`src/rcs_pkg.sv`:
```
// Functional notes
// - A floating or high frequency strap selects a 20 MHz reference; the pin is pulled up.
// - A low frequency strap selects a 26 MHz reference.
// - With a stable sleep clock during power-on, the reference is measured and programmed.
// - Auto-detection recognises exactly the seventeen standard handset frequencies.
// - Without a sleep clock the order is autobaud (UART only), then memory, then strap.
// - Parameters loaded from external memory at power-on may set frequency and trim.
// - Trim is digital, through the synthesizer, to 2 ppm, with no change to input loading.
// - Trim comes from a host command or from memory at power-on, as the host chooses.
// - The trim range is plus or minus 50 ppm for crystal and external reference.
// - Any reference from 12 to 52 MHz is programmable in 2 ppm steps of about 80 Hz.
// - With an external TCXO a clock-request output shows when the reference is needed.
// - Sniff intervals are timed from the external or internal sleep clock.
// - Optionally the sleep clock is derived from the main reference clock.
// - Serial bit timing is usable only once the reference frequency is resolved.
// - Clock request is an alternate function of a general pin, polarity set by a strap.
// - The autobaud result returns the detected baud rate selection.
package rcs_pkg;
  localparam logic [7:0] OFF_CTRL   = 8'h00;
  localparam logic [7:0] OFF_FREQ   = 8'h04;
  localparam logic [7:0] OFF_TRIM   = 8'h08;
  localparam logic [7:0] OFF_STATUS = 8'h0C;
  localparam logic [7:0] OFF_SNIFF  = 8'h10;

  localparam int CTRL_TCXO_BIT   = 0;
  localparam int CTRL_ALT_BIT    = 1;
  localparam int CTRL_SRC_LSB    = 2;
  localparam int CTRL_GPIO_OE    = 4;
  localparam int ST_RESOLVED_BIT = 0;
  localparam int ST_SLEEP_BIT    = 1;
  localparam int ST_SRC_LSB      = 2;
  localparam int ST_BAUD_LSB     = 5;

  localparam logic [4:0]  CTRL_RESET  = 5'h00;
  localparam logic [15:0] SNIFF_RESET = 16'h0800;

  localparam logic [1:0] SLP_EXTERNAL = 2'h0;
  localparam logic [1:0] SLP_INTERNAL = 2'h1;
  localparam logic [1:0] SLP_DERIVED  = 2'h2;

  localparam logic [2:0] SRC_NONE  = 3'h0;
  localparam logic [2:0] SRC_AUTO  = 3'h1;
  localparam logic [2:0] SRC_BAUD  = 3'h2;
  localparam logic [2:0] SRC_NVM   = 3'h3;
  localparam logic [2:0] SRC_STRAP = 3'h4;
  localparam logic [2:0] SRC_HOST  = 3'h5;

  localparam logic [15:0] KHZ_STRAP_HIGH = 16'h4E20;
  localparam logic [15:0] KHZ_STRAP_LOW  = 16'h6590;
  localparam logic [15:0] KHZ_MIN        = 16'h2EE0;
  localparam logic [15:0] KHZ_MAX        = 16'hCB20;
  localparam logic [25:0] HZ_PER_KHZ     = 26'h00003E8;
  localparam logic [25:0] SLEEP_HZ       = 26'h0008000;

  localparam int TRIM_STEP_PPM  = 2;
  localparam int TRIM_RANGE_PPM = 50;
  localparam logic signed [6:0] TRIM_MAX = 7'(TRIM_RANGE_PPM / TRIM_STEP_PPM);

  localparam int          ROM_DEPTH    = 17;
  localparam logic [4:0]  ROM_LAST     = 5'h10;
  localparam logic [5:0]  MEAS_LAST    = 6'h3F;
  localparam logic [2:0]  DET_EDGES    = 3'h4;
  localparam int          TOL_SHIFT    = 9;

  localparam int CLK_PERIOD_NS   = 5;
  localparam int DET_TIMEOUT_NS  = 100000;
  localparam int DET_TIMEOUT_CYC = DET_TIMEOUT_NS / CLK_PERIOD_NS;
  localparam int BAUD_TIMEOUT_NS  = 200000;
  localparam int BAUD_TIMEOUT_CYC = BAUD_TIMEOUT_NS / CLK_PERIOD_NS;

  typedef struct packed {
    logic             valid;
    logic             has_freq;
    logic [15:0]      freq_khz;
    logic             has_trim;
    logic signed [6:0] trim;
  } rcs_nvm_t;

  typedef struct packed {
    logic [15:0]       freq_khz;
    logic signed [6:0] trim_steps;
  } rcs_ref_cfg_t;

  typedef enum logic [6:0] {
    ST_STRAP   = 7'h01,
    ST_DETECT  = 7'h02,
    ST_MEASURE = 7'h04,
    ST_LOOKUP  = 7'h08,
    ST_BAUD    = 7'h10,
    ST_NVM     = 7'h20,
    ST_DONE    = 7'h40
  } rcs_state_t;
endpackage

```
`src/rcs_freq_rom.sv`:
```
`timescale 1ns/10ps
module rcs_freq_rom
  import rcs_pkg::*;
(
  input  wire logic        clock_i,
  input  wire logic        reset_n_i,
  input  wire logic        ce_i,
  input  wire logic [4:0]  addr_i,
  output logic      [16:0] count_o,
  output logic      [15:0] khz_o
);
  logic [32:0] word;

  // Expected reference ticks over 64 sleep periods, and kHz
  always_comb begin
    case (addr_i)
      5'h00:   word = {17'h05B8E, 16'h2EE0};
      5'h01:   word = {17'h0632F, 16'h32C8};
      5'h02:   word = {17'h06DDD, 16'h3840};
      5'h03:   word = {17'h07530, 16'h3C00};
      5'h04:   word = {17'h07B99, 16'h3F48};
      5'h05:   word = {17'h0802D, 16'h41A0};
      5'h06:   word = {17'h08954, 16'h4650};
      5'h07:   word = {17'h0927C, 16'h4B00};
      5'h08:   word = {17'h09451, 16'h4BF0};
      5'h09:   word = {17'h09626, 16'h4CE0};
      5'h0A:   word = {17'h09710, 16'h4D58};
      5'h0B:   word = {17'h09897, 16'h4E20};
      5'h0C:   word = {17'h0B71B, 16'h5DC0};
      5'h0D:   word = {17'h0C65D, 16'h6590};
      5'h0E:   word = {17'h10059, 16'h8340};
      5'h0F:   word = {17'h11D57, 16'h9218};
      5'h10:   word = {17'h124F8, 16'h9600};
      default: word = 33'h0;
    endcase
  end

  always_ff @(posedge clock_i or negedge reset_n_i) begin
    if (!reset_n_i) begin
      count_o <= 17'h0;
      khz_o   <= 16'h0;
    end else if (ce_i) begin
      count_o <= word[32:16];
      khz_o   <= word[15:0];
    end
  end
endmodule

```
`src/rcs_top.sv`:
```
// The plain strobed port and the address map were decided locally.
`timescale 1ns/10ps
module rcs_top
  import rcs_pkg::*;
#(
  parameter int DET_TIMEOUT  = DET_TIMEOUT_CYC,
  parameter int BAUD_TIMEOUT = BAUD_TIMEOUT_CYC
) (
  input  wire logic         clock_i,
  input  wire logic         reset_n_i,
  input  wire logic         ce_i,
  input  wire logic         ref_tick_i,
  input  wire logic         sleep_clock_input_i,
  input  wire logic         int_osc_tick_i,
  input  wire logic         ref_select_strap_i,
  input  wire logic         request_polarity_strap_i,
  input  wire logic         autobaud_en_i,
  input  wire logic         uart_host_i,
  input  wire logic         autobaud_lock_i,
  input  wire logic [15:0]  autobaud_khz_i,
  input  wire logic [4:0]   autobaud_baud_i,
  input  wire rcs_nvm_t     nvm_i,
  input  wire logic         nvm_done_i,
  input  wire logic         sniff_active_i,
  input  wire logic         gpio_data_i,
  input  wire logic [7:0]   reg_addr_i,
  input  wire logic [31:0]  reg_wdata_i,
  input  wire logic         reg_we_i,
  input  wire logic         reg_re_i,
  output logic [31:0]       reg_rdata_o,
  output rcs_ref_cfg_t      ref_cfg_o,
  output logic [4:0]        baud_sel_o,
  output logic              timing_ready_o,
  output logic              sleep_tick_o,
  output logic              sniff_wake_o,
  output logic              gpio_o,
  output logic              gpio_oe_o
);
  rcs_state_t        state_reg, state_next;
  logic [4:0]        ctrl_reg, ctrl_next;
  logic [15:0]       khz_reg, khz_next;
  logic signed [6:0] trim_reg, trim_next;
  logic [15:0]       sniff_int_reg, sniff_int_next;
  logic [2:0]        src_reg, src_next;
  logic              sel_strap_reg, sel_strap_next;
  logic              pol_reg, pol_next;
  logic              slp_seen_reg, slp_seen_next;
  logic              nvm_trim_done_reg, nvm_trim_done_next;
  logic [4:0]        baud_reg, baud_next;
  logic [31:0]       rdata_reg, rdata_next;
  logic [31:0]       wait_reg, wait_next;
  logic [2:0]        edges_reg, edges_next;
  logic [5:0]        per_reg, per_next;
  logic [16:0]       meas_reg, meas_next;
  logic [4:0]        idx_reg, idx_next;
  logic              cmp_ok_reg, cmp_ok_next;
  logic              slp_prev_reg;
  logic [16:0]       rom_count;
  logic [15:0]       rom_khz;
  logic [16:0]       diff;
  logic              slp_edge;

  function automatic logic signed [6:0] clamp_trim(input logic signed [6:0] v);
    return (v > TRIM_MAX) ? TRIM_MAX : ((v < -TRIM_MAX) ? -TRIM_MAX : v);
  endfunction

  function automatic logic [15:0] clamp_khz(input logic [15:0] v);
    return (v < KHZ_MIN) ? KHZ_MIN : ((v > KHZ_MAX) ? KHZ_MAX : v);
  endfunction

  rcs_freq_rom u_rom (
    .clock_i   (clock_i),
    .reset_n_i (reset_n_i),
    .ce_i      (ce_i),
    .addr_i    (idx_reg),
    .count_o   (rom_count),
    .khz_o     (rom_khz)
  );

  assign slp_edge = sleep_clock_input_i & ~slp_prev_reg;
  assign diff     = (meas_reg > rom_count) ? meas_reg - rom_count : rom_count - meas_reg;

  // Resolution sequence and register file
  always_comb begin
    state_next         = state_reg;
    ctrl_next          = ctrl_reg;
    khz_next           = khz_reg;
    trim_next          = trim_reg;
    sniff_int_next     = sniff_int_reg;
    src_next           = src_reg;
    sel_strap_next     = sel_strap_reg;
    pol_next           = pol_reg;
    slp_seen_next      = slp_seen_reg;
    nvm_trim_done_next = nvm_trim_done_reg;
    baud_next          = baud_reg;
    wait_next          = wait_reg + 32'h1;
    edges_next         = edges_reg;
    per_next           = per_reg;
    meas_next          = meas_reg;
    idx_next           = idx_reg;
    cmp_ok_next        = 1'b0;
    rdata_next         = 32'h0;
    case (state_reg)
      ST_STRAP: begin
        sel_strap_next = ref_select_strap_i;
        pol_next       = request_polarity_strap_i;
        wait_next      = 32'h0;
        edges_next     = 3'h0;
        state_next     = ST_DETECT;
      end
      ST_DETECT: begin
        edges_next = edges_reg + {2'h0, slp_edge};
        if (slp_edge && edges_reg == DET_EDGES - 3'h1) begin
          slp_seen_next = 1'b1;
          per_next      = 6'h0;
          meas_next     = 17'h0;
          state_next    = ST_MEASURE;
        end else if (wait_reg >= 32'(DET_TIMEOUT)) begin
          wait_next  = 32'h0;
          state_next = ST_BAUD;
        end
      end
      ST_MEASURE: begin
        if (ref_tick_i && meas_reg != 17'h1FFFF) begin
          meas_next = meas_reg + 17'h1;
        end
        if (slp_edge) begin
          per_next = per_reg + 6'h1;
          if (per_reg == MEAS_LAST) begin
            idx_next   = 5'h0;
            state_next = ST_LOOKUP;
          end
        end
      end
      ST_LOOKUP: begin
        // ROM data lag the index by one cycle
        cmp_ok_next = 1'b1;
        if (idx_reg != ROM_LAST) begin
          idx_next = idx_reg + 5'h1;
        end
        if (cmp_ok_reg && diff <= (rom_count >> TOL_SHIFT)) begin
          khz_next   = rom_khz;
          src_next   = SRC_AUTO;
          state_next = ST_DONE;
        end else if (cmp_ok_reg && idx_reg == ROM_LAST) begin
          idx_next    = 5'h1F;
        end else if (idx_reg == 5'h1F) begin
          wait_next  = 32'h0;
          state_next = ST_BAUD;
        end
      end
      ST_BAUD: begin
        if (!(autobaud_en_i && uart_host_i) || wait_reg >= 32'(BAUD_TIMEOUT)) begin
          state_next = ST_NVM;
        end else if (autobaud_lock_i) begin
          khz_next   = clamp_khz(autobaud_khz_i);
          baud_next  = autobaud_baud_i;
          src_next   = SRC_BAUD;
          state_next = ST_DONE;
        end
      end
      ST_NVM: begin
        if (nvm_done_i) begin
          state_next = ST_DONE;
          if (nvm_i.valid && nvm_i.has_freq) begin
            khz_next = clamp_khz(nvm_i.freq_khz);
            src_next = SRC_NVM;
          end else begin
            khz_next = sel_strap_reg ? KHZ_STRAP_HIGH : KHZ_STRAP_LOW;
            src_next = SRC_STRAP;
          end
        end
      end
      ST_DONE: wait_next = wait_reg;
      default: state_next = ST_STRAP;
    endcase
    // Memory trim applies once, clamped to the trim range
    if (nvm_done_i && !nvm_trim_done_reg) begin
      nvm_trim_done_next = 1'b1;
      if (nvm_i.valid && nvm_i.has_trim) begin
        trim_next = clamp_trim(nvm_i.trim);
      end
    end
    if (reg_we_i) begin
      case (reg_addr_i)
        OFF_CTRL: ctrl_next = reg_wdata_i[4:0];
        OFF_FREQ: begin
          khz_next   = clamp_khz(reg_wdata_i[15:0]);
          src_next   = SRC_HOST;
          state_next = ST_DONE;
        end
        OFF_TRIM:  trim_next = clamp_trim(reg_wdata_i[6:0]);
        OFF_SNIFF: sniff_int_next = reg_wdata_i[15:0];
        default:   ctrl_next = ctrl_reg;
      endcase
    end
    if (reg_re_i) begin
      case (reg_addr_i)
        OFF_CTRL:   rdata_next = {27'h0, ctrl_reg};
        OFF_FREQ:   rdata_next = {16'h0, khz_reg};
        OFF_TRIM:   rdata_next = {{25{trim_reg[6]}}, trim_reg};
        OFF_STATUS: rdata_next = {22'h0, baud_reg, src_reg, slp_seen_reg,
                                  state_reg == ST_DONE};
        OFF_SNIFF:  rdata_next = {16'h0, sniff_int_reg};
        default:    rdata_next = 32'h0;
      endcase
    end
  end

  always_ff @(posedge clock_i or negedge reset_n_i) begin
    if (!reset_n_i) begin
      state_reg         <= ST_STRAP;
      ctrl_reg          <= CTRL_RESET;
      khz_reg           <= KHZ_STRAP_HIGH;
      trim_reg          <= 7'sh00;
      sniff_int_reg     <= SNIFF_RESET;
      src_reg           <= SRC_NONE;
      sel_strap_reg     <= 1'b1;
      pol_reg           <= 1'b1;
      slp_seen_reg      <= 1'b0;
      nvm_trim_done_reg <= 1'b0;
      baud_reg          <= 5'h0;
      rdata_reg         <= 32'h0;
      wait_reg          <= 32'h0;
      edges_reg         <= 3'h0;
      per_reg           <= 6'h0;
      meas_reg          <= 17'h0;
      idx_reg           <= 5'h0;
      cmp_ok_reg        <= 1'b0;
      slp_prev_reg      <= 1'b0;
    end else if (ce_i) begin
      state_reg         <= state_next;
      ctrl_reg          <= ctrl_next;
      khz_reg           <= khz_next;
      trim_reg          <= trim_next;
      sniff_int_reg     <= sniff_int_next;
      src_reg           <= src_next;
      sel_strap_reg     <= sel_strap_next;
      pol_reg           <= pol_next;
      slp_seen_reg      <= slp_seen_next;
      nvm_trim_done_reg <= nvm_trim_done_next;
      baud_reg          <= baud_next;
      rdata_reg         <= rdata_next;
      wait_reg          <= wait_next;
      edges_reg         <= edges_next;
      per_reg           <= per_next;
      meas_reg          <= meas_next;
      idx_reg           <= idx_next;
      cmp_ok_reg        <= cmp_ok_next;
      slp_prev_reg      <= sleep_clock_input_i;
    end
  end

  // Sleep clock, sniff timer and clock request
  logic [25:0] acc_reg, acc_next;
  logic [25:0] ref_hz;
  logic [15:0] sniff_cnt_reg, sniff_cnt_next;
  logic        stick_reg, stick_next;
  logic        wake_reg, wake_next;
  logic        gpio_reg, gpio_next;
  logic        oe_reg, oe_next;
  logic        ready_reg, ready_next;
  logic        need;
  logic [1:0]  slp_src;

  assign ref_hz  = 26'({10'h0, khz_reg} * HZ_PER_KHZ);
  assign slp_src = ctrl_reg[CTRL_SRC_LSB +: 2];

  always_comb begin
    acc_next       = acc_reg;
    sniff_cnt_next = sniff_cnt_reg;
    wake_next      = 1'b0;
    case (slp_src)
      SLP_EXTERNAL: stick_next = slp_edge;
      SLP_INTERNAL: stick_next = int_osc_tick_i;
      SLP_DERIVED: begin
        stick_next = 1'b0;
        if (ref_tick_i) begin
          if (acc_reg + SLEEP_HZ >= ref_hz) begin
            acc_next   = acc_reg + SLEEP_HZ - ref_hz;
            stick_next = 1'b1;
          end else begin
            acc_next = acc_reg + SLEEP_HZ;
          end
        end
      end
      default: stick_next = 1'b0;
    endcase
    if (!sniff_active_i) begin
      sniff_cnt_next = 16'h0;
    end else if (stick_next) begin
      if (sniff_cnt_reg + 16'h1 >= sniff_int_reg) begin
        sniff_cnt_next = 16'h0;
        wake_next      = 1'b1;
      end else begin
        sniff_cnt_next = sniff_cnt_reg + 16'h1;
      end
    end
    need       = ctrl_reg[CTRL_TCXO_BIT] & (~sniff_active_i | wake_next);
    ready_next = (state_next == ST_DONE);
    oe_next    = ctrl_reg[CTRL_GPIO_OE] | ctrl_reg[CTRL_ALT_BIT];
    if (ctrl_reg[CTRL_ALT_BIT]) begin
      gpio_next = pol_reg ? need : ~need;
    end else begin
      gpio_next = gpio_data_i;
    end
  end

  always_ff @(posedge clock_i or negedge reset_n_i) begin
    if (!reset_n_i) begin
      acc_reg       <= 26'h0;
      sniff_cnt_reg <= 16'h0;
      stick_reg     <= 1'b0;
      wake_reg      <= 1'b0;
      gpio_reg      <= 1'b0;
      oe_reg        <= 1'b0;
      ready_reg     <= 1'b0;
    end else if (ce_i) begin
      acc_reg       <= acc_next;
      sniff_cnt_reg <= sniff_cnt_next;
      stick_reg     <= stick_next;
      wake_reg      <= wake_next;
      gpio_reg      <= gpio_next;
      oe_reg        <= oe_next;
      ready_reg     <= ready_next;
    end
  end

  assign reg_rdata_o          = rdata_reg;
  assign ref_cfg_o.freq_khz   = khz_reg;
  assign ref_cfg_o.trim_steps = trim_reg;
  assign baud_sel_o           = baud_reg;
  assign timing_ready_o       = ready_reg;
  assign sleep_tick_o         = stick_reg;
  assign sniff_wake_o         = wake_reg;
  assign gpio_o               = gpio_reg;
  assign gpio_oe_o            = oe_reg;
endmodule

```
`config.mk`:
```
export PLATFORM = sky130hd
export DESIGN_NAME = rcs_top
export DESIGN_NICKNAME = d
export VERILOG_FILES = /design/src/rcs_pkg.sv /design/src/rcs_freq_rom.sv /design/src/rcs_top.sv
export SDC_FILE = /design/constraint.sdc
export NUM_CORES = 1
export LEC_CHECK = 0
export ABC_AREA = 1
export BUFFER_PORTS_ARGS = -buffer_cell sky130_fd_sc_hd__clkbuf_2
export CORE_UTILIZATION = 55
export CTS_CLUSTER_DIAMETER = 30
export DETAILED_ROUTE_END_ITERATION = 12
export GPL_TIMING_DRIVEN = 0
export PLACE_DENSITY_LB_ADDON = 0.05
export SLEW_MARGIN = 15
export SYNTH_ARGS = -nofsm -noshare
export SYNTH_HDL_FRONTEND = slang
export SYNTH_SLANG_ARGS = --single-unit
```
`constraint.sdc`:
```
create_clock -name clock_i -period 6.08 [get_ports clock_i]
set_input_delay 0.912 -clock clock_i [delete_from_list [all_inputs] [get_ports clock_i]]
set_output_delay 0.912 -clock clock_i [all_outputs]
set_load 0.1 [all_outputs]
```
### Word level (Yosys, flattened, before mapping)

Memory sizes are Yosys's and may differ from the RTL's. A register that Yosys moved wholly into a read port is not among the register bits.
Index checks and enable logic that the tools add are counted.

* reduce and logical (&&, ||, !) cells: 30
* multiply operators: 1
* $add $sub $neg: 10
* bitwise operators: 9
* equal/unequal tests: 25
* muxes and demuxes: 79
* magnitude comparators: 16

Operators with widths (number)
* $mux W16: 16
* $mux W32: 6
* $pmux W32 S5: 1
* $mux W7: 20
* $pmux W32 S4: 1
* $mux W17: 3
* $pmux W7 S7: 1
* $gt A16 B16 Y1 const B: 3
* $lt A16 B14 Y1 const B: 3
* $pmux W16 S3: 1
* $pmux W17 S2: 1
* $sub A17 B17 Y17: 2
* $add A32 B1 Y32 const B: 1
* $ge A32 B15 Y1 const B: 1
* $ge A32 B16 Y1 const B: 1
* $add A26 B16 Y26 const B: 1
* $ge A26 B26 Y1: 1
* $mux W26: 1
* $sub A26 B26 Y26: 1
* $mux W5: 5
* $mul A16 B7 Y23 const B: 1
* $mux W3: 7
* $add A17 B1 Y17 const B: 1
* $gt A17 B17 Y1: 1
* other kinds (47): 90

* output and inout port bits: 65
* logic and storage cells: 198
* memory bits (read-only): 960
* register bits: 223
* memories: 1

Memory list
* (name not given): words 32, width 30, read ports 1, clocked after Yosys merged registers in 1, wr ports 0, line rcs_freq_rom.sv:16 `case (addr_i)`

### Depth between registers and ports, before layout

Gate-level depths: netlist of the first run.

* word-level depth: 12
* mapped depth: 38
* mapped depth without buffers: 35

### By module

Synthesis of the first run repeated with hierarchy kept, for this count alone.

* cells, all modules: 2911
* area total of the unflattened synthesis: 20089.3 um^2

Modules (own cells, without submodules)
* rcs_top: sequential area each 4740.8 um^2, times used 1, cells an instance 2685, area an instance 18395.1 um^2
* rcs_freq_rom: sequential area each 675.6 um^2, times used 1, cells an instance 226, area an instance 1694.1 um^2

### Worst setup path after synthesis of the first run

OpenSTA, ideal clock, no wires.

* path kind: register to register
* start point: register khz_reg[0]
* end point: register sniff_cnt_reg[10]
* slack: -0.996 ns
* required time: 5.950 ns
* setup time: 0.130 ns
* path buffers: 1
* data arrival time: 6.946 ns
* period minus slack after synthesis: 7.076 ns
* stages on the path, launching flop included: 30
* cells stage by stage: dfrtp_1 fa_1 inv_1 fa_1 fa_1 fa_1 inv_1 ha_1 nand2_1 o21ai_0 nor2_1 o21ai_0 a21boi_0 o21ai_0 a21boi_0 o21ai_0 nand3_1 nand3_1 nand2_1 ha_1 nand2_1 nor4_1 nand3_1 o2111ai_1 nand2_1 nand2_1 nand2_1 o21ai_1 clkbuf_1 o21ai_0

* word-level cells in the longest chain between the ends: 7

Ends and longest elaborated chain
* start, declared: line rcs_top.sv:41 `logic [15:0] khz_reg, khz_next;`
* start signal, assigned: line rcs_top.sv:234 `khz_reg <= khz_next;`
* $mul A16 B7 Y23: line rcs_top.sv:266 `assign ref_hz = 26'({10'h0, khz_reg} * HZ_PER_KHZ);`
* $ge A26 B26 Y1: line rcs_top.sv:279 `if (acc_reg + SLEEP_HZ >= ref_hz) begin`
* $mux W1: line rcs_top.sv:279
* $mux W1: line rcs_top.sv:278 `if (ref_tick_i) begin`
* $pmux W1 S3: line rcs_top.sv:273 `case (slp_src)`
* $ne A2 B1 Y1 (no source line)
* $reduce_and A2 Y1 (no source line)
* end signal, assigned: line rcs_top.sv:320 `sniff_cnt_reg <= sniff_cnt_next;`
* end, declared: line rcs_top.sv:257 `logic [15:0] sniff_cnt_reg, sniff_cnt_next;`

No other way between the ends.
A chain may end at the register's enable or synchronous reset.

### Worst setup path after layout of the first run

* start point: register khz_reg[0]
* end point: register sniff_cnt_reg[9]

The elaborated chain is that of the path after synthesis.

==> impl_metrics.toml, run 1 <==
[status]
outcome = "finished, violations left"
violations = "setup timing"

[yosys]
syn_area_per_cell_um2 = 6.99
synth_edf_count = 0
synth_fp_nets = 3095
ys_warn_count = 0
synthCells = 2777
yosys_register_bits = 216
dominantRegCellSynth = "dfrtp_1"
synth_area_um2 = 19400
synth_cell_types = 62
async_flop_share_pct = 100
seq_area_frac_synth_pct = 27.9

[layout]
largest_reg_flops = 32
multi_input_area_um2 = 12200
design_area_um2 = 23800
syn2layout_area_growth_pct = 22.6
drive_gt1_share_pct = 16.3
finalNetCount = 3368
nFillCells = 2967
regArea_um2 = 5460

[critical_path]
crit_required_ns = 6.62
slowest_delay_ns = 0.57
startpoint_type = "flip-flop"
arrival_ns = 6.77
critPathKind = "flip-flop to flip-flop"
cp_slowest_cell = "fa_1"
worst_path_most_repeated_cell = "nand2_2"
regToRegSetupSlack_ns = -0.15
critPathMaxFanout = 5
endpoint_kind = "flip-flop"

[clock_tree]
holdBufCountCts = 0
numCtsBuffers = 54
cts_tree = "yes"
clock-sinks = 216
cts_max_path_buffers = 3
clock-root-buffer = "clkbuf_16"
insertion_delay_ns = 0.61
htreeDepth = 2
cts.clk_slew.worst_paths_ns = 0.05

[detailed_routing]
vias = 20300
via_per_inst = 5.71
wirelength_mm = 64.9
drc = 0
ant_nets = 0
drtIter0Drc = 1946
wl_per_cell_um = 18.3
drtPass1Iterations = 6

[job]
cap_viol_max_count = 0

[place]
dp_slack_ns = -1.20
dpl.hpwl_mm = 48.9
io_buffers = 151
gp_routability_congestion = 0.945
dpl-instance-area_um2 = 21000

[global_routing]
grt_start_max_net_pins = 95
grt_pass1_wl_mm = 103
grt_use_total_pct = 36.3
grt_pass1_vias = 19600
grt_remaining_overflow = 0
antenna_found_initial = 6

[floorplanning]
start_util_pct = 56.1
die_area_um2 = 36100
die_x_um = 190
core-area_um2 = 34600
die_h_um = 190
rows = 68
pin_count = 168

[sta]
tightest_slew_ns = 0.978
finalHoldViolCount = 0
rsz0062_at_grt = "true"
setup_viol = 42
fmax_mhz = 160
fin_crit_ns = 6.23
setup_slack_ns = -0.153
slew-limit-headroom_pct = 34.2
fin_worst_skew_ns = 0.0428
fin_crit_sh_pct = 103
final_max_slew_viol_count = 0

[hold_path]
worstHoldPathType = "input pin to asynchronous set/reset pin"
## metal layers
| layer | wire [µm] | vias to the layer above | part of all wire (%) | global-route usage (%) |
|---|---|---|---|---|
| met5 | 42 | - | 0.065 | 0 |
| met1 | 27500 | 9599 | 42 | 48.0 |
| li1 | - | 9639 | - | - |
| met2 | 29900 | 888 | 46 | 59.8 |
| met3 | 5230 | 167 | 8.1 | 6.49 |
| met4 | 2160 | 6 | 3.3 | 12.6 |
## worst max-delay path, delay by kind of cell, from the launching register on
kind	cells	cell delay [ns]
fa+ha+maj	6	2.57
flops	1	0.49
compound gates	5	1.01
buf+inv	3	0.31
simple gates	17	1.57
xor+xnor	1	0.17
## metrics by stage
stage | TNS, ns | utilization, % | std cells | hold slack, ns
after floorplan | 0 | - | 2777 | 0.423
after global placement | -116.74 | 60.3 | 3383 | 0.460
after detailed placement | -32.97 | 60.5 | 3385 | 0.473
after CTS | -1.06 | 67.8 | 3533 | 0.249
after global routing | -14.85 | 68.7 | 3548 | 0.262
final | -3.99 | 68.7 | 3553 | 0.252
## cell usage in the layout (no fill, tap or decap), types with 9 or more instances in the layout
| master | n |
|---|---|
| a211oi_1 | 10 |
| inv_2 | 12 |
| nand2_2 | 27 |
| dfrtp_1 | 197 |
| nor3_1 | 37 |
| nand4_1 | 42 |
| nor4_1 | 19 |
| o22ai_1 | 26 |
| o221ai_1 | 10 |
| o21ai_1 | 18 |
| xnor2_1 | 26 |
| or2_2 | 10 |
| nand2_1 | 624 |
| clkbuf_2 | 150 |
| clkinv_2 | 11 |
| nor2_1 | 183 |
| a21oi_1 | 143 |
| clkinvlp_4 | 14 |
| buf_4 | 72 |
| nor2_2 | 10 |
| xor2_1 | 44 |
| o21ai_2 | 19 |
| o21ai_0 | 188 |
| fa_1 | 56 |
| inv_1 | 470 |
| ha_1 | 150 |
| buf_2 | 9 |
| clkbuf_1 | 35 |
| nand3_1 | 219 |
| o211ai_1 | 24 |
| clkbuf_16 | 55 |
## cells in the mapped netlist (8+ instances only)
library cell / number / area share (%)
dfrtp_1: 207 / 27
o22ai_1: 26 / 0.84
nand2_2: 8 / 0.26
dfstp_2: 9 / 1.2
nor4_1: 20 / 0.64
xnor2_1: 26 / 1.2
buf_4: 17 / 0.66
o221ai_1: 10 / 0.45
a21oi_1: 150 / 3.9
nor3_1: 38 / 0.98
buf_2: 10 / 0.26
nand4_1: 42 / 1.4
a221oi_1: 9 / 0.41
xor2_1: 44 / 2.0
nand2_1: 648 / 13
o211ai_1: 24 / 0.93
nand3_1: 222 / 5.7
clkbuf_1: 38 / 0.73
a211oi_1: 10 / 0.39
o21ai_0: 222 / 5.7
inv_1: 478 / 9.2
nor2_1: 189 / 3.7
fa_1: 57 / 5.9
or2_2: 10 / 0.32
inv_2: 12 / 0.23
ha_1: 158 / 10
## logic make-up after synthesis
kind of cell	synth area share [%]
flip-flops	27.9
AO/OA/AOI/OAI	14.6
XOR/XNOR	3.16
multiplexers	0.341
adder cells (fa/ha/maj)	16.1
buffers and inverters	11.4
AND/OR/NAND/NOR	26.5
## worst paths after layout
path,from,to,depth (start not counted)
max in group asynchronous,reset_n_i,khz_reg[4]$_DFFE_PN0P_,2
min in group clock_i,sniff_int_reg[1]$_DFFE_PN0P_,sniff_int_reg[1]$_DFFE_PN0P_,2
setup reg to reg,khz_reg[0]$_DFFE_PN0P_,sniff_cnt_reg[9]$_DFFE_PN0P_,32
setup / recovery,khz_reg[0]$_DFFE_PN0P_,sniff_cnt_reg[9]$_DFFE_PN0P_,32
hold reg to reg,sniff_int_reg[1]$_DFFE_PN0P_,sniff_int_reg[1]$_DFFE_PN0P_,2
hold / removal,reset_n_i,meas_reg[2]$_DFFE_PN0P_,1
## cell type report
class                      count  share of cell area (%)
clock buffer                  62                    6.06
timing repair buffer         217                    5.78
sequential                   216                    22.9
inverter                     491                    7.90
clock inverter                37                    1.73
buffer                        74                    1.75
antenna                        5                  0.0526
multi-input combinational   1996                    51.4
tap                          455                    2.39
## repair_timing
| item | CTS | global route |
|---|---|---|
| pin swaps | 37 | 23 |
| setup endpoints to repair | 42 | 42 |
| cloned | 4 | 1 |
| resized for setup | 83 | 55 |
| setup buffers | 46 | 14 |
| hold endpoints to repair | 0 | 0 |
Power of run 1 is not shown: default switching activity piles up to over one toggle a cycle in this logic, so the estimate is an artifact.
==> run 2: changes to the inputs <==
==> constraint.sdc (replaced) <==
create_clock -name clock_i -period 6.9 [get_ports clock_i]
set_input_delay 1.035 -clock clock_i [delete_from_list [all_inputs] [get_ports clock_i]]
set_output_delay 1.035 -clock clock_i [all_outputs]
set_load 0.1 [all_outputs]
==> run 2 against run 1 <==
  * The run now ends clean
  * Critical path depth down 3
  * Sequential share of layout area increased by 0.54 points
  * First-iteration DRC count shrank 18%
  * Die area is the same
  * Largest cell class unchanged
  * Clock-buffer cell count up 8
  * Global-route usage decreased by 1.4 points
==> impl_metrics.toml, run 2 (same netlist as run 1, synthesis figures left out) <==
[clock_tree]
htreeDepth = 2
insertion_delay_ns = 0.60
numCtsBuffers = 56
holdBufCountCts = 0
cts_max_path_buffers = 3
cts_tree = "yes"
clock-root-buffer = "clkbuf_16"
cts.clk_slew.worst_paths_ns = 0.05
clock-sinks = 216

[place]
gp_routability_congestion = 0.973
dp_slack_ns = -1.29
io_buffers = 151
dpl.hpwl_mm = 48.5
dp_cells = 3385

[layout]
finalNetCount = 3324
nFillCells = 3033
instances_no_fill = 3510
syn2layout_area_growth_pct = 19.1
final_cell_mix = "646 x nand2_1, 475 x inv_1, 222 x nand3_1"
largest_reg_flops = 32
drive_gt1_share_pct = 12.9
layout_commonest_cell = "nand2_1"

[detailed_routing]
drtPass1Iterations = 5
drc = 0
ant_nets = 0
vias = 19600
via_per_inst = 5.60
wirelength_mm = 62.6
wl_per_cell_um = 17.8
drtIter0Drc = 1604

[sta]
fmax_mhz = 152
tightest_slew_ns = 1.01
finalHoldViolCount = 0
fin_crit_sh_pct = 95.1
slew-limit-headroom_pct = 32.3
setup_slack_ns = 0.337
final_max_slew_viol_count = 0
fin_hold_ws_ns = 0.408
fin_worst_skew_ns = 0.0274
setup_tns_ns = 0
fin_crit_ns = 6.56
setup_viol = 0

[global_routing]
grt_remaining_overflow = 0
grt_start_max_net_pins = 96
grt_pass1_vias = 19000
grt_pass1_wl_mm = 98.7
antenna_found_initial = 7
grt_use_total_pct = 35.0

[critical_path]
crit_required_ns = 7.41
endpoint_kind = "flip-flop"
slowest_delay_ns = 0.56
startpoint_type = "flip-flop"
arrival_ns = 7.07
cp_slowest_cell = "fa_1"
worst_path_most_repeated_cell = "nand2_1"
critPathMaxFanout = 10
critPathKind = "flip-flop to flip-flop"

[floorplanning]
die_h_um = 190
start_util_pct = 56.1
pin_count = 168
core-area_um2 = 34600
die_x_um = 190
rows = 68
die_area_um2 = 36100

[status]
outcome = "complete, no violations"

[hold_path]
worstHoldPathType = "input pin to asynchronous set/reset pin"

[job]
cap_viol_max_count = 0
run 2: per-layer routing:
| layer | vias to the layer above | track usage, % | part of all wire, % |
|---|---|---|---|
| li1 | 9531 | - | - |
| met1 | 9199 | 46.9 | 44 |
| met2 | 750 | 56.2 | 46 |
| met3 | 149 | 6.33 | 7.7 |
| met4 | 10 | 13.1 | 3.1 |
| met5 | - | 0 | 0.10 |
run 2: area by class of cell:
class	count	area, µm²	area share, %
well taps	455	569	2.46
flip-flops and latches	216	5430	23.5
clock inverters	35	459	1.99
multi-input cells	1995	11900	51.5
diodes	2	5.00	0.0216
inverters	491	1850	8.02
repair buffers	171	955	4.13
plain buffers	75	390	1.69
clock buffers	70	1570	6.77
run 2: final timing paths:
check                      slack (ns)  depth (start not counted)                            to                      from
max in group asynchronous        5.58                          2        khz_reg[6]$_DFFE_PN0P_                 reset_n_i
max                              0.34                         29  sniff_cnt_reg[9]$_DFFE_PN0P_    khz_reg[1]$_DFFE_PN0P_
min in group clock_i             0.48                          2      slp_seen_reg$_DFFE_PN0P_  slp_seen_reg$_DFFE_PN0P_
max reg2reg                      0.34                         29  sniff_cnt_reg[9]$_DFFE_PN0P_    khz_reg[1]$_DFFE_PN0P_
min                              0.41                          1       acc_reg[19]$_DFFE_PN0P_                 reset_n_i
min reg2reg                      0.48                          2      slp_seen_reg$_DFFE_PN0P_  slp_seen_reg$_DFFE_PN0P_
run 2: timing repair:
item / 4_1_cts / 5_1_grt
resized for setup: 20 / 27
pin swaps: 1 / 1
buffers inserted: 6 / 12
setup endpoints to repair: 42 / 39
run 2: metrics by stage:
step,util [%],area [µm²]
after global placement,59.9,20800
after detailed placement,60.1,20800
after CTS,66.2,22900
final,66.8,23100
after global routing,66.8,23100
after floorplan,-,19400
run 2: critical path: cells and delay by family, from the launching register on:
kind,cells,cell delay (ns)
flops,1,0.49
buf+inv,3,0.32
fa+ha+maj,6,2.77
simple gates,9,0.99
compound gates,11,1.89
Power of run 2 is left out for the same reason.
==> run 3: changes to the inputs <==
--- a/config.mk
+++ b/config.mk
@@ -5,10 +5,10 @@
 export SDC_FILE = /design/constraint.sdc
 export NUM_CORES = 1
 export LEC_CHECK = 0
-export ABC_AREA = 1
 export BUFFER_PORTS_ARGS = -buffer_cell sky130_fd_sc_hd__clkbuf_2
 export CORE_UTILIZATION = 55
 export CTS_CLUSTER_DIAMETER = 30
+export CTS_CLUSTER_SIZE = 20
 export DETAILED_ROUTE_END_ITERATION = 12
 export GPL_TIMING_DRIVEN = 0
 export PLACE_DENSITY_LB_ADDON = 0.05
==> run 3 against run 2 <==
  * Sequential share of layout area rose by 0.64 points
  * Via count fell by 10%
  * Hold slack got worse by 0.038 ns
  * Flip-flop and latch count did not move
  * Clock-buffer cell count fell by 7
  * Synthesized cell count fell by 24%
  * Core utilization rose by 2.4 points
  * Critical path type unchanged
  * Critical endpoint is now gpio_o$_DFFE_PN0P_
  * Highest routed layer unchanged
==> impl_metrics.toml, run 3 <==
[place]
io_buffers = 151
dpl.hpwl_mm = 43.5
gp_routability_congestion = 0.963

[detailed_routing]
ant_nets = 0
wirelength_mm = 58.4
vias = 17600
drc = 0
drtPass1Iterations = 7
drtIter0Drc = 1233
via_per_inst = 6.12
wl_per_cell_um = 20.3

[sta]
fin_worst_skew_ns = 0.0249
fin_crit_sh_pct = 96.9
final_max_slew_viol_count = 0
tightest_slew_ns = 1.17
setup_tns_ns = 0
fin_hold_ws_ns = 0.370
fmax_mhz = 150
finalHoldViolCount = 0
setup_viol = 0
fin_crit_ns = 6.68
slew-limit-headroom_pct = 22.1

[yosys]
synthXorXnorAreaFrac_pct = 5.64
yosys_register_bits = 216
synth_largest_area_cell = "dfrtp_1"
async_flop_share_pct = 100
yosysMostFrequentCell = "dfrtp_1"
synth_cell_types = 85
synth_compound_area_share_pct = 21.0
synthCells = 2117
synth_fp_nets = 2435
synth_edf_count = 0
synth.area.mux_share_pct = 3.07
synthAdderAreaFrac_pct = 17.1
synth_area_um2 = 18300
synth_common_cells = "207 x dfrtp_1, 173 x nor2_1, 171 x inv_1, 169 x nand2_1, 158 x ha_1"
dominantRegCellSynth = "dfrtp_1"
ys_warn_count = 0
syn_area_per_cell_um2 = 8.65
synth_top_area_share_pct = 28.3
synth_top_family_by_area = "compound AO/OA/AOI/OAI gates"
synthTopCellsByArea = "dfrtp_1 28%, ha_1 11%, fa_1 6.2%"
synth_simple_gate_area_share_pct = 17.5
seq_area_frac_synth_pct = 29.6

[clock_tree]
clock-sinks = 216
numCtsBuffers = 59
cts_tree = "yes"
insertion_delay_ns = 0.62
clock-root-buffer = "clkbuf_16"
cts.clk_slew.worst_paths_ns = 0.05
htreeDepth = 2
cts_max_path_buffers = 3

[critical_path]
r2r-start = "khz_reg[9]$_DFFE_PN1P_"
slowest_delay_ns = 0.64
worst_path_most_repeated_cell = "fa_1"
endpoint_kind = "flip-flop"
critPathKind = "flip-flop to flip-flop"
worstSetupStartpoint = "khz_reg[9]$_DFFE_PN1P_"
cp_slowest_cell = "dfstp_4"
critPathMaxFanout = 9
crit_required_ns = 7.38
startpoint_type = "flip-flop"
arrival_ns = 7.17

[layout]
nFillCells = 2617
layout_commonest_cell = "dfrtp_1"
regArea_um2 = 5440
final_cell_mix = "199 x dfrtp_1, 172 x nor2_1, 168 x nand2_1"
multi_input_area_um2 = 12000
drive_gt1_share_pct = 18.9
largest_reg_flops = 32
syn2layout_area_growth_pct = 23.2
finalNetCount = 2697

[floorplanning]
die_h_um = 184
rows = 66
die_area_um2 = 34000
pin_count = 168
die_x_um = 184
core-area_um2 = 32600
start_util_pct = 56.1

[global_routing]
antenna_found_initial = 5
grt_pass1_wl_mm = 89.4
grt_pass1_vias = 16900
grt_use_total_pct = 34.0
grt_start_max_net_pins = 92
grt_remaining_overflow = 0

[job]
cap_viol_max_count = 0

[status]
outcome = "complete, no violations"

[hold_path]
worstHoldPathType = "input pin to asynchronous set/reset pin"
## run 3: changes by cell type in the layout (fill, tap and decap cells not counted), moves of 23 or more
cell,before,now
mux2_2,5,31
nand2_1,646,168
and3_1,3,32
xnor2_1,26,55
buf_4,36,68
o21ai_0,217,121
o2bb2ai_1,1,24
o21a_1,2,27
inv_1,475,166
nand3_1,222,75
## run 3: area by class of cell
type / instances / area share (%)
tap: 442 / 2.45
clock inverter: 49 / 3.02
multi-input combinational: 1630 / 53.3
buffer: 96 / 2.11
timing repair buffer: 202 / 5.26
clock buffer: 63 / 6.75
antenna: 5 / 0.0554
inverter: 174 / 2.96
sequential: 216 / 24.1
## run 3: per-stage QoR
step                      util [%]  std cells  worst slack (ns)  instance area [µm²]
after detailed placement      60.5       2713             -1.01                19700
final                         69.2       2877             0.217                22600
after global placement        60.2       2710            -0.801                19600
after floorplan                  -       2117            0.0317                18300
after global routing          69.2       2873           -0.0469                22600
after CTS                     67.9       2841            0.0139                22200
## run 3: kinds of logic (layout without fill, tap and decap cells)
family / Yosys count / in the layout
AOI/OAI and AO/OA: 584 / 584
xor gates and xnor gates: 118 / 118
adders and majority gates: 216 / 216
buffers and inverters: 271 / 584
DFF: 216 / 216
muxes: 51 / 51
other: 0 / 5
and+or+nand+nor: 661 / 661
## run 3: timing repair
action | in CTS | in global routing
cloned | 0 | 0
buffers inserted | 17 | 31
pin swaps | 4 | 35
endpoints found under the setup margin | 47 | 101
resized for setup | 25 | 48
hold buffers | 0 | 0
## run 3: worst max-delay path: cells and delay by family, from the launching register on
family                   cells  cell delay, ns
flip-flops                   1            0.64
multiplexers                 1            0.13
buffers and inverters        5            0.44
XOR/XNOR                     1            0.24
AND/OR/NAND/NOR              6            0.60
AO/OA/AOI/OAI               10            1.81
adder cells (fa/ha/maj)      6            2.69
## run 3: routing by layer
layer | track usage, % | share of wire [%] | vias to the layer above
li1 | - | - | 8187
met1 | 42.0 | 41 | 8609
met2 | 55.9 | 47 | 628
met3 | 8.20 | 7.4 | 170
met4 | 15.8 | 4.3 | 4
met5 | 0 | 0.046 | -
## run 3: final timing paths
kind	cells past startpoint	slack, ns	end
max	29	0.22	gpio_o$_DFFE_PN0P_
min	1	0.37	acc_reg[20]$_DFFE_PN0P_
max reg2reg	29	0.22	gpio_o$_DFFE_PN0P_
min reg2reg	1	0.45	nvm_trim_done_reg$_DFFE_PN0P_
max in group asynchronous	2	5.71	khz_reg[8]$_DFFE_PN0P_
min in group clock_i	1	0.45	nvm_trim_done_reg$_DFFE_PN0P_
Power of run 3 is left out for the same reason.
